[config.mk]
export PLATFORM = sky130hd
export DESIGN_NAME = ssh_handover
export DESIGN_NICKNAME = d
export VERILOG_FILES = /design/src/ssh_pkg.sv /design/src/ssh_status_if.sv /design/src/ssh_handover.sv /design/src/ssh_status_enc.sv
export VERILOG_INCLUDE_DIRS = /design/src /design/src/src
export SDC_FILE = /design/constraint.sdc
export NUM_CORES = 1
export LEC_CHECK = 0
export ABC_AREA = 1
export ABC_CLOCK_PERIOD_IN_PS = 1200
export BUFFER_PORTS_ARGS = -buffer_cell sky130_fd_sc_hd__buf_2
export CORE_AREA = 2 2 65 67
export CTS_CLUSTER_SIZE = 28
export DETAILED_ROUTE_END_ITERATION = 12
export DIE_AREA = 0 0 67 69
export PLACE_DENSITY = 0.77
export SLEW_MARGIN = 15
export SYNTH_ARGS = -nofsm -noshare
export SYNTH_HDL_FRONTEND = slang
export SYNTH_HIERARCHICAL = 1
export SYNTH_SLANG_ARGS = --single-unit
[constraint.sdc]
create_clock -name CORE_CLK -period 1.2 [get_ports CORE_CLK]
set_input_delay 0.06 -clock CORE_CLK [delete_from_list [all_inputs] [get_ports CORE_CLK]]
set_output_delay 0.06 -clock CORE_CLK [all_outputs]
set_load 0.03 [all_outputs]
[src/ssh_defines.svh]
// constants for the serial-port handover and service status block
`ifndef SSH_DEFINES_SVH
`define SSH_DEFINES_SVH
`define SSH_ST_OK            8'h00
`define SSH_ST_HASH          8'h01
`define SSH_ST_EXTRA_DATA    8'h02
`define SSH_ST_BAD_KEY       8'h03
`define SSH_ST_BAD_COMP      8'h04
`define SSH_ST_BACK_LEVEL    8'h05
`define SSH_ST_MODE_OFF      8'h06
`define SSH_ST_SERIAL_BIND   8'h07
`define SSH_ST_SEQUENCE      8'h08
`define SSH_ST_CAPS          8'h09
`define SSH_ST_PART_ID       8'h0A
`define SSH_ST_PROTOCOL      8'h0B
`define SSH_ST_VERIFY_DENY   8'h0C
`define SSH_ST_CERT          8'h0D
`define SSH_ST_INTEGRITY     8'h0E
`define SSH_ST_NOT_MASTER    8'h15
`define SSH_ST_AU_NO_IMG     8'h16
`define SSH_ST_IAP_NO_IMG    8'h17
`define SSH_ST_AU_LATEST     8'h18
`define SSH_ST_RESERVED      8'h19
`define SSH_ST_SEL_INVALID   8'h1A
`define SSH_ST_RECOVERY_FAIL 8'h1B
`define SSH_ST_ABORT         8'h7F
`define SSH_ST_SEG_VERIFY    8'h80
`define SSH_ST_PROTECTED     8'h81
`define SSH_ST_PROG_DISABLED 8'h82
`define SSH_ST_SNV_VERIFY    8'h83
`define SSH_ST_SYSTEM        8'h84
`define SSH_ST_PAYLOAD       8'h85
`define SSH_ST_HV_FAIL       8'h86
`define SSH_ST_HV_STATE      8'h87
`define SSH_FAULT_W          27
`endif

[src/ssh_pkg.sv]
// types for the serial-port handover and service status block
package ssh_pkg;
    typedef enum logic [1:0] {SSH_OWN_CTRL, SSH_OWN_FABRIC, SSH_OWN_JTAG} ssh_owner_e;
    typedef enum logic [1:0] {SSH_IDLE, SSH_BUSY, SSH_DONE} ssh_svc_e;
    typedef logic [7:0] ssh_status_t;
endpackage

[src/ssh_status_if.sv]
// fault flags from the controller core and the encoded status
`timescale 1ns/100ps
interface ssh_status_if;
    logic [26:0]         fault;
    logic                parse_end_ok;
    ssh_pkg::ssh_status_t code;
    modport enc  (input fault, input parse_end_ok, output code);
    modport core (output fault, output parse_end_ok, input code);
endinterface

[src/ssh_handover.sv]
// serial-port ownership arbiter and service completion status
//
// Contract
// - after power-up, hand master port to fabric
// - jtag programming or service request reclaims port
// - controller services use dedicated serial pins only
// - completion returns zero or 8-bit error
// - codes 1 to 4 for image faults
// - codes 5 to 7 for policy faults
// - image not ending cleanly gives code 8
// - codes 9 to 11 for target mismatches
// - codes 12 to 14 for verify/certificate faults
// - code 21 when update without master mode; loaded at request with no done pulse, then overwritten at completion
// - codes 22, 23 for missing image pointers
// - code 24 latest design; 25 never produced
// - codes 26, 27 for recovery outcomes
// - code 127 aborts on foreign instruction mid-image
// - codes 128 to 130 for memory faults
// - codes 131, 132 for secure/hardware faults
// - codes 133 to 135 for payload/high-voltage
`timescale 1ns/100ps
`include "ssh_defines.svh"
module ssh_handover (
    input  wire logic                CORE_CLK,
    input  wire logic                RST,
    input  wire logic                SPI_ENABLE,
    input  wire logic                SPI_MASTER_MODE,
    input  wire logic                JTAG_PROG_START,
    input  wire logic                JTAG_PROG_DONE,
    input  wire logic                SVC_REQ,
    input  wire logic                SVC_IS_UPDATE,
    input  wire logic                CORE_DONE,
    input  wire logic                CORE_IMAGE_ACTIVE,
    input  wire logic                CORE_FOREIGN_INSTR,
    input  wire logic                CORE_PARSE_END_OK,
    input  wire logic [26:0]         CORE_FAULT,
    input  wire logic                CORE_SCK,
    input  wire logic                CORE_MOSI,
    input  wire logic                CORE_CS_N,
    input  wire logic                CORE_DRIVE,
    input  wire logic                FAB_SCK,
    input  wire logic                FAB_MOSI,
    input  wire logic                FAB_CS_N,
    input  wire logic                FLASH_MISO,
    output logic                     FAB_GRANT,
    output logic                     FAB_ABANDON,
    output logic                     FAB_MISO,
    output logic                     CORE_MISO,
    output logic                     CORE_START,
    output logic                     FLASH_SCK,
    output logic                     FLASH_MOSI,
    output logic                     FLASH_CS_N,
    output logic                     FLASH_OE_N,
    output logic                     SVC_DONE,
    output logic [7:0]               SVC_STATUS
);

////////////////////////////////////////////////////////////////////////////////
    ssh_pkg::ssh_owner_e owner_reg;
    ssh_pkg::ssh_svc_e   svc_reg;
    logic                boot_reg;
    logic                port_ok;
    logic                reclaim;
    logic                done_clean;
    logic                done_parsed;
    ssh_status_if        st ();

    assign port_ok = SPI_ENABLE && SPI_MASTER_MODE;
    assign reclaim = JTAG_PROG_START || SVC_REQ;

    // boot hold: controller keeps the port for the first cycle after reset
    always_ff @(posedge CORE_CLK or posedge RST) begin
        if (RST) boot_reg <= 1'b1;
        else     boot_reg <= 1'b0;
    end

////////////////////////////////////////////////////////////////////////////////
    // ownership; reclaim has priority over the release to fabric
    always_ff @(posedge CORE_CLK or posedge RST) begin
        if (RST) begin
            owner_reg <= ssh_pkg::SSH_OWN_CTRL;
        end else begin
            case (owner_reg)
                ssh_pkg::SSH_OWN_CTRL: begin
                    if (JTAG_PROG_START)
                        owner_reg <= ssh_pkg::SSH_OWN_JTAG;
                    else if (!reclaim && svc_reg == ssh_pkg::SSH_IDLE && port_ok && !boot_reg)
                        owner_reg <= ssh_pkg::SSH_OWN_FABRIC;
                end
                ssh_pkg::SSH_OWN_FABRIC: begin
                    if (JTAG_PROG_START)
                        owner_reg <= ssh_pkg::SSH_OWN_JTAG;
                    else if (SVC_REQ || !port_ok)
                        owner_reg <= ssh_pkg::SSH_OWN_CTRL;
                end
                ssh_pkg::SSH_OWN_JTAG: begin
                    if (JTAG_PROG_DONE)
                        owner_reg <= ssh_pkg::SSH_OWN_CTRL;
                end
                default: owner_reg <= ssh_pkg::SSH_OWN_CTRL;
            endcase
        end
    end

    // fabric told to drop its transfer the cycle its grant falls
    always_ff @(posedge CORE_CLK or posedge RST) begin
        if (RST) begin
            FAB_GRANT   <= 1'b0;
            FAB_ABANDON <= 1'b0;
        end else begin
            FAB_GRANT   <= (owner_reg == ssh_pkg::SSH_OWN_FABRIC) && !reclaim && port_ok;
            FAB_ABANDON <= FAB_GRANT && (reclaim || !port_ok);
        end
    end

////////////////////////////////////////////////////////////////////////////////
    // pin mux: controller reaches flash only through these dedicated pins
    always_ff @(posedge CORE_CLK or posedge RST) begin
        if (RST) begin
            FLASH_SCK  <= 1'b0;
            FLASH_MOSI <= 1'b0;
            FLASH_CS_N <= 1'b1;
            FLASH_OE_N <= 1'b1;
            FAB_MISO   <= 1'b0;
            CORE_MISO  <= 1'b0;
        end else if (!SPI_ENABLE) begin
            FLASH_OE_N <= 1'b1;
            FLASH_CS_N <= 1'b1;
        end else if (owner_reg == ssh_pkg::SSH_OWN_FABRIC && !reclaim) begin
            FLASH_SCK  <= FAB_SCK;
            FLASH_MOSI <= FAB_MOSI;
            FLASH_CS_N <= FAB_CS_N;
            FLASH_OE_N <= 1'b0;
            FAB_MISO   <= FLASH_MISO;
        end else begin
            FLASH_SCK  <= CORE_SCK;
            FLASH_MOSI <= CORE_MOSI;
            FLASH_CS_N <= CORE_CS_N;
            FLASH_OE_N <= !CORE_DRIVE;
            CORE_MISO  <= FLASH_MISO;
            FAB_MISO   <= 1'b0;
        end
    end

////////////////////////////////////////////////////////////////////////////////
    // service sequence
    always_ff @(posedge CORE_CLK or posedge RST) begin
        if (RST) begin
            svc_reg    <= ssh_pkg::SSH_IDLE;
            CORE_START <= 1'b0;
        end else begin
            CORE_START <= 1'b0;
            case (svc_reg)
                ssh_pkg::SSH_IDLE: begin
                    if (SVC_REQ && owner_reg != ssh_pkg::SSH_OWN_JTAG) begin
                        svc_reg    <= ssh_pkg::SSH_BUSY;
                        CORE_START <= 1'b1;
                    end
                end
                ssh_pkg::SSH_BUSY: begin
                    if (CORE_DONE || (CORE_IMAGE_ACTIVE && CORE_FOREIGN_INSTR))
                        svc_reg <= ssh_pkg::SSH_DONE;
                end
                ssh_pkg::SSH_DONE: svc_reg <= ssh_pkg::SSH_IDLE;
                default: svc_reg <= ssh_pkg::SSH_IDLE;
            endcase
        end
    end

    assign st.fault        = CORE_FAULT;
    assign st.parse_end_ok = CORE_PARSE_END_OK;

    ssh_status_enc u_enc (
        .st (st)
    );

    // status capture; update request without master mode loads code 21 at once, with no done pulse, and the service still starts
    always_ff @(posedge CORE_CLK or posedge RST) begin
        if (RST) begin
            SVC_DONE   <= 1'b0;
            SVC_STATUS <= `SSH_ST_OK;
        end else begin
            SVC_DONE <= 1'b0;
            if (svc_reg == ssh_pkg::SSH_BUSY && CORE_IMAGE_ACTIVE && CORE_FOREIGN_INSTR) begin
                SVC_DONE   <= 1'b1;
                SVC_STATUS <= `SSH_ST_ABORT;
            end else if (svc_reg == ssh_pkg::SSH_BUSY && CORE_DONE) begin
                SVC_DONE   <= 1'b1;
                SVC_STATUS <= st.code;
            end else if (svc_reg == ssh_pkg::SSH_IDLE && SVC_REQ && SVC_IS_UPDATE
                         && !SPI_MASTER_MODE) begin
                SVC_STATUS <= `SSH_ST_NOT_MASTER;
            end
        end
    end

////////////////////////////////////////////////////////////////////////////////
    owner_release_a: assert property (@(posedge CORE_CLK) disable iff (RST)
        owner_reg == ssh_pkg::SSH_OWN_CTRL && port_ok && !reclaim && !boot_reg
        && svc_reg == ssh_pkg::SSH_IDLE |=> owner_reg == ssh_pkg::SSH_OWN_FABRIC)
        else $error("port not released to fabric");

    reclaim_port_a: assert property (@(posedge CORE_CLK) disable iff (RST)
        owner_reg == ssh_pkg::SSH_OWN_FABRIC && reclaim |=> owner_reg != ssh_pkg::SSH_OWN_FABRIC)
        else $error("port not reclaimed");

    grant_drop_a: assert property (@(posedge CORE_CLK) disable iff (RST)
        FAB_GRANT && reclaim |=> !FAB_GRANT && FAB_ABANDON)
        else $error("fabric grant not dropped");

    dedicated_pins_a: assert property (@(posedge CORE_CLK) disable iff (RST)
        SPI_ENABLE && owner_reg == ssh_pkg::SSH_OWN_CTRL |=> FLASH_SCK == $past(CORE_SCK))
        else $error("controller clock not on pins");

    abort_code_a: assert property (@(posedge CORE_CLK) disable iff (RST)
        svc_reg == ssh_pkg::SSH_BUSY && CORE_IMAGE_ACTIVE && CORE_FOREIGN_INSTR
        |=> SVC_DONE && SVC_STATUS == `SSH_ST_ABORT)
        else $error("abort code missing");

    success_zero_a: assert property (@(posedge CORE_CLK) disable iff (RST)
        svc_reg == ssh_pkg::SSH_BUSY && CORE_DONE && !CORE_FOREIGN_INSTR && CORE_FAULT == '0
        && CORE_PARSE_END_OK |=> SVC_DONE && SVC_STATUS == `SSH_ST_OK)
        else $error("success not zero");

    sequence_code_a: assert property (@(posedge CORE_CLK) disable iff (RST)
        svc_reg == ssh_pkg::SSH_BUSY && CORE_DONE && !CORE_IMAGE_ACTIVE
        && CORE_FAULT[6:0] == '0 && !CORE_PARSE_END_OK |=> SVC_STATUS == `SSH_ST_SEQUENCE)
        else $error("sequence code wrong");

    reserved_never_a: assert property (@(posedge CORE_CLK) disable iff (RST)
        SVC_DONE |-> SVC_STATUS != `SSH_ST_RESERVED)
        else $error("reserved code produced");

    not_master_a: assert property (@(posedge CORE_CLK) disable iff (RST)
        svc_reg == ssh_pkg::SSH_IDLE && SVC_REQ && SVC_IS_UPDATE && !SPI_MASTER_MODE
        |=> SVC_STATUS == `SSH_ST_NOT_MASTER)
        else $error("not-master code missing");

    done_pulse_a: assert property (@(posedge CORE_CLK) disable iff (RST)
        SVC_DONE |=> !SVC_DONE)
        else $error("done longer than one cycle");

////////////////////////////////////////////////////////////////////////////////
    // completion that no same-cycle abort overrides; parse state ranks after code 7
    assign done_clean  = svc_reg == ssh_pkg::SSH_BUSY && CORE_DONE && !CORE_FOREIGN_INSTR;
    assign done_parsed = done_clean && CORE_PARSE_END_OK;

    hash_code_a: assert property (@(posedge CORE_CLK) disable iff (RST)
        done_clean && CORE_FAULT[0] |=> SVC_STATUS == `SSH_ST_HASH)
        else $error("hash code wrong");

    extra_data_a: assert property (@(posedge CORE_CLK) disable iff (RST)
        done_clean && CORE_FAULT[1:0] == 2'h2 |=> SVC_STATUS == `SSH_ST_EXTRA_DATA)
        else $error("extra data code wrong");

    bad_key_a: assert property (@(posedge CORE_CLK) disable iff (RST)
        done_clean && CORE_FAULT[2:0] == 3'h4 |=> SVC_STATUS == `SSH_ST_BAD_KEY)
        else $error("key code wrong");

    bad_comp_a: assert property (@(posedge CORE_CLK) disable iff (RST)
        done_clean && CORE_FAULT[3:0] == 4'h8 |=> SVC_STATUS == `SSH_ST_BAD_COMP)
        else $error("component code wrong");

    back_level_a: assert property (@(posedge CORE_CLK) disable iff (RST)
        done_clean && CORE_FAULT[4:0] == 5'h10 |=> SVC_STATUS == `SSH_ST_BACK_LEVEL)
        else $error("back level code wrong");

    mode_off_a: assert property (@(posedge CORE_CLK) disable iff (RST)
        done_clean && CORE_FAULT[5:0] == 6'h20 |=> SVC_STATUS == `SSH_ST_MODE_OFF)
        else $error("mode code wrong");

    serial_bind_a: assert property (@(posedge CORE_CLK) disable iff (RST)
        done_clean && CORE_FAULT[6:0] == 7'h40 |=> SVC_STATUS == `SSH_ST_SERIAL_BIND)
        else $error("serial binding code wrong");

    caps_code_a: assert property (@(posedge CORE_CLK) disable iff (RST)
        done_parsed && CORE_FAULT[7:0] == 8'h80 |=> SVC_STATUS == `SSH_ST_CAPS)
        else $error("capability code wrong");

    part_id_a: assert property (@(posedge CORE_CLK) disable iff (RST)
        done_parsed && CORE_FAULT[8:0] == 9'h100 |=> SVC_STATUS == `SSH_ST_PART_ID)
        else $error("part code wrong");

    protocol_code_a: assert property (@(posedge CORE_CLK) disable iff (RST)
        done_parsed && CORE_FAULT[9:0] == 10'h200 |=> SVC_STATUS == `SSH_ST_PROTOCOL)
        else $error("protocol code wrong");

    verify_deny_a: assert property (@(posedge CORE_CLK) disable iff (RST)
        done_parsed && CORE_FAULT[10:0] == 11'h400 |=> SVC_STATUS == `SSH_ST_VERIFY_DENY)
        else $error("verify code wrong");

    cert_code_a: assert property (@(posedge CORE_CLK) disable iff (RST)
        done_parsed && CORE_FAULT[11:0] == 12'h800 |=> SVC_STATUS == `SSH_ST_CERT)
        else $error("certificate code wrong");

    integrity_code_a: assert property (@(posedge CORE_CLK) disable iff (RST)
        done_parsed && CORE_FAULT[12:0] == 13'h1000 |=> SVC_STATUS == `SSH_ST_INTEGRITY)
        else $error("integrity code wrong");

    master_fault_a: assert property (@(posedge CORE_CLK) disable iff (RST)
        done_parsed && CORE_FAULT[13:0] == 14'h2000 |=> SVC_STATUS == `SSH_ST_NOT_MASTER)
        else $error("master mode code wrong");

    auto_pointer_a: assert property (@(posedge CORE_CLK) disable iff (RST)
        done_parsed && CORE_FAULT[14:0] == 15'h4000 |=> SVC_STATUS == `SSH_ST_AU_NO_IMG)
        else $error("auto pointer code wrong");

    update_pointer_a: assert property (@(posedge CORE_CLK) disable iff (RST)
        done_parsed && CORE_FAULT[15:0] == 16'h8000 |=> SVC_STATUS == `SSH_ST_IAP_NO_IMG)
        else $error("indexed pointer code wrong");

    auto_latest_a: assert property (@(posedge CORE_CLK) disable iff (RST)
        done_parsed && CORE_FAULT[16:0] == 17'h1_0000 |=> SVC_STATUS == `SSH_ST_AU_LATEST)
        else $error("latest code wrong");

    sel_invalid_a: assert property (@(posedge CORE_CLK) disable iff (RST)
        done_parsed && CORE_FAULT[17:0] == 18'h2_0000 |=> SVC_STATUS == `SSH_ST_SEL_INVALID)
        else $error("selected image code wrong");

    recovery_fail_a: assert property (@(posedge CORE_CLK) disable iff (RST)
        done_parsed && CORE_FAULT[18:0] == 19'h4_0000
        |=> SVC_STATUS == `SSH_ST_RECOVERY_FAIL)
        else $error("recovery code wrong");

    seg_verify_a: assert property (@(posedge CORE_CLK) disable iff (RST)
        done_parsed && CORE_FAULT[19:0] == 20'h8_0000 |=> SVC_STATUS == `SSH_ST_SEG_VERIFY)
        else $error("segment verify code wrong");

    protected_code_a: assert property (@(posedge CORE_CLK) disable iff (RST)
        done_parsed && CORE_FAULT[20:0] == 21'h10_0000 |=> SVC_STATUS == `SSH_ST_PROTECTED)
        else $error("protected code wrong");

    prog_disabled_a: assert property (@(posedge CORE_CLK) disable iff (RST)
        done_parsed && CORE_FAULT[21:0] == 22'h20_0000
        |=> SVC_STATUS == `SSH_ST_PROG_DISABLED)
        else $error("disabled mode code wrong");

    snv_verify_a: assert property (@(posedge CORE_CLK) disable iff (RST)
        done_parsed && CORE_FAULT[22:0] == 23'h40_0000 |=> SVC_STATUS == `SSH_ST_SNV_VERIFY)
        else $error("secure verify code wrong");

    system_fault_a: assert property (@(posedge CORE_CLK) disable iff (RST)
        done_parsed && CORE_FAULT[23:0] == 24'h80_0000 |=> SVC_STATUS == `SSH_ST_SYSTEM)
        else $error("system code wrong");

    payload_code_a: assert property (@(posedge CORE_CLK) disable iff (RST)
        done_parsed && CORE_FAULT[24:0] == 25'h100_0000 |=> SVC_STATUS == `SSH_ST_PAYLOAD)
        else $error("payload code wrong");

    hv_fail_a: assert property (@(posedge CORE_CLK) disable iff (RST)
        done_parsed && CORE_FAULT[25:0] == 26'h200_0000 |=> SVC_STATUS == `SSH_ST_HV_FAIL)
        else $error("high voltage code wrong");

    hv_state_a: assert property (@(posedge CORE_CLK) disable iff (RST)
        done_parsed && CORE_FAULT[26:0] == 27'h400_0000 |=> SVC_STATUS == `SSH_ST_HV_STATE)
        else $error("high voltage state code wrong");
endmodule

[src/ssh_status_enc.sv]
// priority encoder from fault flags to the 8-bit completion status
`timescale 1ns/100ps
`include "ssh_defines.svh"
module ssh_status_enc (
    ssh_status_if.enc st
);
    // lowest flag wins; reserved code 25 has no flag so it never appears
    always_comb begin
        st.code = `SSH_ST_OK;
        if (st.fault[0]) st.code = `SSH_ST_HASH;
        else if (st.fault[1]) st.code = `SSH_ST_EXTRA_DATA;
        else if (st.fault[2]) st.code = `SSH_ST_BAD_KEY;
        else if (st.fault[3]) st.code = `SSH_ST_BAD_COMP;
        else if (st.fault[4]) st.code = `SSH_ST_BACK_LEVEL;
        else if (st.fault[5]) st.code = `SSH_ST_MODE_OFF;
        else if (st.fault[6]) st.code = `SSH_ST_SERIAL_BIND;
        else if (!st.parse_end_ok) st.code = `SSH_ST_SEQUENCE;
        else if (st.fault[7]) st.code = `SSH_ST_CAPS;
        else if (st.fault[8]) st.code = `SSH_ST_PART_ID;
        else if (st.fault[9]) st.code = `SSH_ST_PROTOCOL;
        else if (st.fault[10]) st.code = `SSH_ST_VERIFY_DENY;
        else if (st.fault[11]) st.code = `SSH_ST_CERT;
        else if (st.fault[12]) st.code = `SSH_ST_INTEGRITY;
        else if (st.fault[13]) st.code = `SSH_ST_NOT_MASTER;
        else if (st.fault[14]) st.code = `SSH_ST_AU_NO_IMG;
        else if (st.fault[15]) st.code = `SSH_ST_IAP_NO_IMG;
        else if (st.fault[16]) st.code = `SSH_ST_AU_LATEST;
        else if (st.fault[17]) st.code = `SSH_ST_SEL_INVALID;
        else if (st.fault[18]) st.code = `SSH_ST_RECOVERY_FAIL;
        else if (st.fault[19]) st.code = `SSH_ST_SEG_VERIFY;
        else if (st.fault[20]) st.code = `SSH_ST_PROTECTED;
        else if (st.fault[21]) st.code = `SSH_ST_PROG_DISABLED;
        else if (st.fault[22]) st.code = `SSH_ST_SNV_VERIFY;
        else if (st.fault[23]) st.code = `SSH_ST_SYSTEM;
        else if (st.fault[24]) st.code = `SSH_ST_PAYLOAD;
        else if (st.fault[25]) st.code = `SSH_ST_HV_FAIL;
        else if (st.fault[26]) st.code = `SSH_ST_HV_STATE;
    end
endmodule

# Yosys cells after proc, flatten, opt, wreduce, memory -nomap -nowiden
# Cells that the tools add are included.
totals:
  reg_bits: 23
  input_bits: 47
  word_cells: 105
  output_inout_bits: 18
op_classes:
  n_eq_ne: 9
  n_bitwise: 1
  n_reduce_logical: 30
  muxes: 51
op_table:
  columns: ["cell", "n"]
  rows:
  - ["$mux 8", 31]
  - ["$logic_and 1x1->1", 15]
  - ["$mux 2", 7]
  - ["$mux 1", 11]
  - ["$ne 2x2->1 const B", 4]
  - ["$ne 3x3->1 const B", 2]
  - ["$pmux 2 s3", 1]
  - ["$logic_not 1->1", 5]
  - ["$eq 2x1->1 const B", 2]
  - ["$logic_not 2->1", 2]
  - ["$logic_or 1x1->1", 4]
  - ["$pmux 2 s2", 1]
  - ["$reduce_and 2->1", 2]
  - ["$reduce_and 3->1", 1]
  - ["$reduce_bool 3->1", 1]
  - ["$eq 2x2->1 const B", 1]
  - ["$not 1->1", 1]

# Depth between registers and ports, before layout
logic_depth:
  depth_word: 30
  mapped_depth: 31
  ltp_nobuf: 31

# Modules after synthesis
# The synthesis kept the hierarchy.
modules_own_cells:
  columns: ["module", "area_per_inst_um2", "cells_each", "seq_area_each_um2", "instances"]
  rows:
  - ["ssh_handover", 1066.0, 122, 579.3, 1]
  - ["ssh_status_enc", 464.2, 93, 0.0, 1]

# Worst setup path before layout
# OpenSTA, ideal clock, no wires.
synth_timing:
  kind: "input -> register"
  from: "input CORE_FAULT[25]"
  to: "register SVC_STATUS[0]"
  setup_ns: 0.117
  path_stages: 31
  slack_ns: -0.239
  required_time_ns: 1.083
  path_buffers: 0
  arrival_time_ns: 1.322
  cell_sequence: "inv_1 > nand2_1 > nand2_1 > nand2_1 > nand2_1 > nand2_1 > nand2_1 > nand2_1 > nand2_1 > nand2_1 > nand2_1 > nand2_1 > nand2_1 > nand2_1 > nand2_1 > nand2_1 > nand2_1 > nand2_1 > nand2_1 > nand2_1 > nand2_1 > nand2_1 > nand2_1 > nand2_1 > nand2_1 > nand2_1 > nand2_1 > inv_1 > nand2_1 > nand2_1 > nand2_1"
synth_between:
  elab_chain_cells: 29
synth_rtl:
  columns: ["item", "line", "source"]
  rows:
  - ["start, declared", "ssh_handover.sv:36", "input wire logic [26:0] CORE_FAULT,"]
  - ["$mux 8", "ssh_status_enc.sv:36", "else if (st.fault[25]) st.code = `SSH_ST_HV_FAIL;"]
  - ["$mux 8", "ssh_status_enc.sv:35", "else if (st.fault[24]) st.code = `SSH_ST_PAYLOAD;"]
  - ["$mux 8", "ssh_status_enc.sv:34", "else if (st.fault[23]) st.code = `SSH_ST_SYSTEM;"]
  - ["$mux 8", "ssh_status_enc.sv:33", "else if (st.fault[22]) st.code = `SSH_ST_SNV_VERIFY;"]
  - ["$mux 8", "ssh_status_enc.sv:32", "else if (st.fault[21]) st.code = `SSH_ST_PROG_DISABLED;"]
  - ["$mux 8", "ssh_status_enc.sv:31", "else if (st.fault[20]) st.code = `SSH_ST_PROTECTED;"]
  - ["$mux 8", "ssh_status_enc.sv:30", "else if (st.fault[19]) st.code = `SSH_ST_SEG_VERIFY;"]
  - ["$mux 8", "ssh_status_enc.sv:29", "else if (st.fault[18]) st.code = `SSH_ST_RECOVERY_FAIL;"]
  - ["(+14 left out)", null, null]
  - ["$mux 8", "ssh_status_enc.sv:14", "else if (st.fault[4]) st.code = `SSH_ST_BACK_LEVEL;"]
  - ["$mux 8", "ssh_status_enc.sv:13", "else if (st.fault[3]) st.code = `SSH_ST_BAD_COMP;"]
  - ["$mux 8", "ssh_status_enc.sv:12", "else if (st.fault[2]) st.code = `SSH_ST_BAD_KEY;"]
  - ["$mux 8", "ssh_status_enc.sv:11", "else if (st.fault[1]) st.code = `SSH_ST_EXTRA_DATA;"]
  - ["$mux 8", "ssh_status_enc.sv:10", "if (st.fault[0]) st.code = `SSH_ST_HASH;"]
  - ["named net st.code[0]", "ssh_status_if.sv:6", "ssh_pkg::ssh_status_t code;"]
  - ["$mux 8", "ssh_handover.sv:187", "end else if (svc_reg == ssh_pkg::SSH_BUSY && CORE_DONE) begin"]
  - ["$mux 8", "ssh_handover.sv:184", "if (svc_reg == ssh_pkg::SSH_BUSY && CORE_IMAGE_ACTIVE && CORE_FOREIGN_INSTR) begin"]
  - ["end signal, assigned", "ssh_handover.sv:186", "SVC_STATUS <= `SSH_ST_ABORT;"]
  - ["end signal, assigned", "ssh_handover.sv:189", "SVC_STATUS <= st.code;"]
  - ["end signal, assigned", "ssh_handover.sv:192", "SVC_STATUS <= `SSH_ST_NOT_MASTER;"]
  - ["end, declared", "ssh_handover.sv:55", "output logic [7:0] SVC_STATUS"]
# The timed path passes the listed nets, and every way through them passes these cells.
# A chain may end at the register's enable or synchronous reset.

# Worst setup path in the final report
layout_timing:
  from: "input CORE_FAULT[24]"
  to: "register SVC_STATUS[0]"
layout_between:
  elab_chain_cells: 28
layout_rtl:
  columns: ["item", "line", "source"]
  rows:
  - ["$mux 8", "ssh_status_enc.sv:35", null]
  - ["$mux 8", "ssh_status_enc.sv:34", null]
  - ["$mux 8", "ssh_status_enc.sv:33", null]
  - ["$mux 8", "ssh_status_enc.sv:32", null]
  - ["$mux 8", "ssh_status_enc.sv:31", null]
  - ["$mux 8", "ssh_status_enc.sv:30", null]
  - ["$mux 8", "ssh_status_enc.sv:29", null]
  - ["$mux 8", "ssh_status_enc.sv:28", "else if (st.fault[17]) st.code = `SSH_ST_SEL_INVALID;"]
  - ["(+13 left out)", null, null]
  - ["$mux 8", "ssh_status_enc.sv:14", null]
  - ["$mux 8", "ssh_status_enc.sv:13", null]
  - ["$mux 8", "ssh_status_enc.sv:12", null]
  - ["$mux 8", "ssh_status_enc.sv:11", null]
  - ["$mux 8", "ssh_status_enc.sv:10", null]
  - ["named net st.code[0]", "ssh_status_if.sv:6", null]
  - ["$mux 8", "ssh_handover.sv:187", null]
  - ["$mux 8", "ssh_handover.sv:184", null]
# The timed path passes the listed nets, and every way through them passes these cells.

==> metrics.cfg <==
[placed_design]
port_buffers=64
dp.final_hpwl_mm=2.627
finalWeightedCongestion=0.8043

[clock_tree]
post_cts_buffers=0
root_buffer=clkbuf_8
worst_skew_pair.late_latency_ns=0.26
cts_buffer_depth=2
cts_inserted_buffers=3
htreeDepth=1
clock_sinks=23
clk_transition_reported_paths_ns=0.09
cts_tree=yes

[finish]
post-route-util=0.5473
syn_to_final_growth_pct=39.98
nets=348
fill_cells=405
drive_above_1_share=0.3967
multiInputGateArea_um2=723.2
regArea_um2=579.3
largest_reg_flops=8
antennaDiodeCount=0

[global_route]
use_met3=0.02284
met2_usage=0.2827
grt.total_usage=0.1625
grt_max_degree=24
grt_pass1_vias=1492
grt_use_met1=0.1905
grt-busiest-layer=met2
grt_remaining_overflow=0
antenna_found_initial=0
grt_pass1_wl_mm=5.947

[timing]
grt_setup_unrepaired=yes
hold_violations=0
slew_viol_final=0
fin_crit_ns=1.337
fmax_mhz=747.9
setup_violations=2
worst_slack_ns=-0.1372
fin_crit_sh=1.114
final.setup_skew_ns=0.003083

[floorplanning]
dieArea_mm2=0.004623
core_area_mm2=0.003914
placementRows=23
die_x_um=67
start_util=0.3910
dieHeight_um=69
num_io_pins=65

[logic_synthesis]
yosys_warnings=6
yosysUniqueCellTypes=29
syn_inst=215
syn_area_per_cell_um2=7.117
synth_top_area_share=0.3271
synth_area_leaders=dfrtp_1, nand2_1, inv_1
synth_top_area_cell=dfrtp_1
synth_edf_count=0
postSynth.asyncResetShare=1.000
synth_area_mm2=0.001530
yosysSeqAreaShare=0.3786
ys_ff_latch=23
synth_ff_type=dfrtp_1

[routing]
vias=1552
drt_iter0_markers=52
drcViolationCount=0
drt_wl_total_mm=3.474
drt_first_pass_iters=4
wl_per_cell_um=9.926
vias_per_cell=4.434
ant_nets=0

[pwr]
powerDensity_mw_per_mm2=1182
ir_drop_uv=515.2
p_total_w=0.002532
p_leak_nw=1.271

[critical_path]
crit_path_frequent_cell=nand2_1
cp-start-kind=input port
worst-path-max-fanout=2
cp-end-kind=flip-flop
path_delay_family=simple AND/OR/NAND/NOR gates
crit_end=SVC_STATUS[0]$_DFFE_PP0P_
cp_num_buf_inv=3
crit_start=CORE_FAULT[24]
cp_num_cells=31
critPathSlowestCell=buf_6
r2r_cells=4
arrival_ns=1.50
required_ns=1.36
path_class=input port to flip-flop
rr_startpoint=svc_reg[1]$_DFFE_PP0P_
max_stage_delay_ns=0.10
reg2reg_to=SVC_STATUS[3]$_DFFE_PP0P_
ff2ff_setup_slack_ns=0.08

[outcome]
status=finished, violations left
violations=negative setup slack

[job]
maxCapViolCount=0

[min_path]
hold_path.class=input port to flip-flop

## routing by layer
layer | part of all wire | vias up
met4 | 0.031 | 0
met2 | 0.52 | 34
met5 | 0 | -
met3 | 0.032 | 12
li1 | - | 824
met1 | 0.42 | 682
## final cells by class
cell class,count,area share
clock buffers,3,0.01928
clock inverters,1,0.002336
inverters,46,0.1127
multi-input cells,144,0.3376
flip-flops and latches,23,0.2704
well taps,50,0.02921
repair buffers,83,0.2284
## cells in the mapped netlist (3+ instances only)
cell      instances
a21oi_1           4
bufinv_8          5
dfrtp_1          20
dfstp_2           3
inv_1            33
inv_2             8
nand2_1          68
nand3_1          19
nand3_2           4
nor2_1           19
o21ai_1           6
## timing repair
| action | 4_1_cts | 5_1_grt |
|---|---|---|
| endpoints found under the hold margin | 22 | 0 |
| pin swaps | 0 | 1 |
| setup endpoints to repair | 2 | 7 |
| hold buffers | 3 | 0 |
| cloned | 0 | 1 |
| resized for setup | 6 | 5 |
## power by group
part           internal (W)  switching [W]
Clock              0.000232       0.000254
Combinational      0.000392       0.000641
Sequential         0.000925      0.0000876
Total               0.00155       0.000983
## metrics by stage
stage	cells	setup TNS (ns)	hold slack (ns)	cell area [µm²]	setup WS, ns
after floorplan	216	-0.2392	0.05970	1534	-0.2392
after global placement	342	-0.9179	0.1115	2006	-0.4409
after detailed placement	342	-0.9638	0.1139	2006	-0.4789
after CTS	349	-0.2470	0.01485	2105	-0.1575
after global routing	350	-0.5962	0.02264	2142	-0.4222
final	350	-0.1969	0.01782	2142	-0.1372
## placed cells by master, fill, tap and decap left out, types with 2 or more instances in the layout
cell type,n
a21oi_1,3
buf_2,61
buf_4,16
buf_6,3
bufinv_8,5
clkbuf_8,3
conb_1,3
dfrtp_1,20
dfstp_2,3
dlygate4sd3_1,3
inv_1,31
inv_2,10
nand2_1,66
nand2_2,4
nand3_1,19
nand3_2,4
nor2_1,19
nor2_4,3
nor4_1,2
o211ai_1,2
o21ai_0,2
o21ai_1,6
## cells by family after synthesis
| logic type | share of synthesized area |
|---|---|
| buf+inv | 0.1782 |
| compound gates | 0.07605 |
| simple gates | 0.3622 |
| other cells | 0.004908 |
| flops | 0.3786 |
## worst min-delay path, cell delays in order
cell and delay [ns]:
buf_2 0.10, nand2_1 0.05, nand3_1 0.07
## worst min-delay path by stage
stage                   start               endpoint  depth (start not counted)
floorplan                 RST  CORE_MISO$_DFFE_PP0P_                          1
global placement          RST  FLASH_SCK$_DFFE_PP0P_                          3
detailed placement        RST  FLASH_SCK$_DFFE_PP0P_                          3
CTS                 CORE_CS_N   FLASH_CS_N$_DFF_PP1_                          3
global route        CORE_CS_N   FLASH_CS_N$_DFF_PP1_                          3
finish              CORE_CS_N   FLASH_CS_N$_DFF_PP1_                          3
No activity file was read; power rests on OpenSTA's default activity.
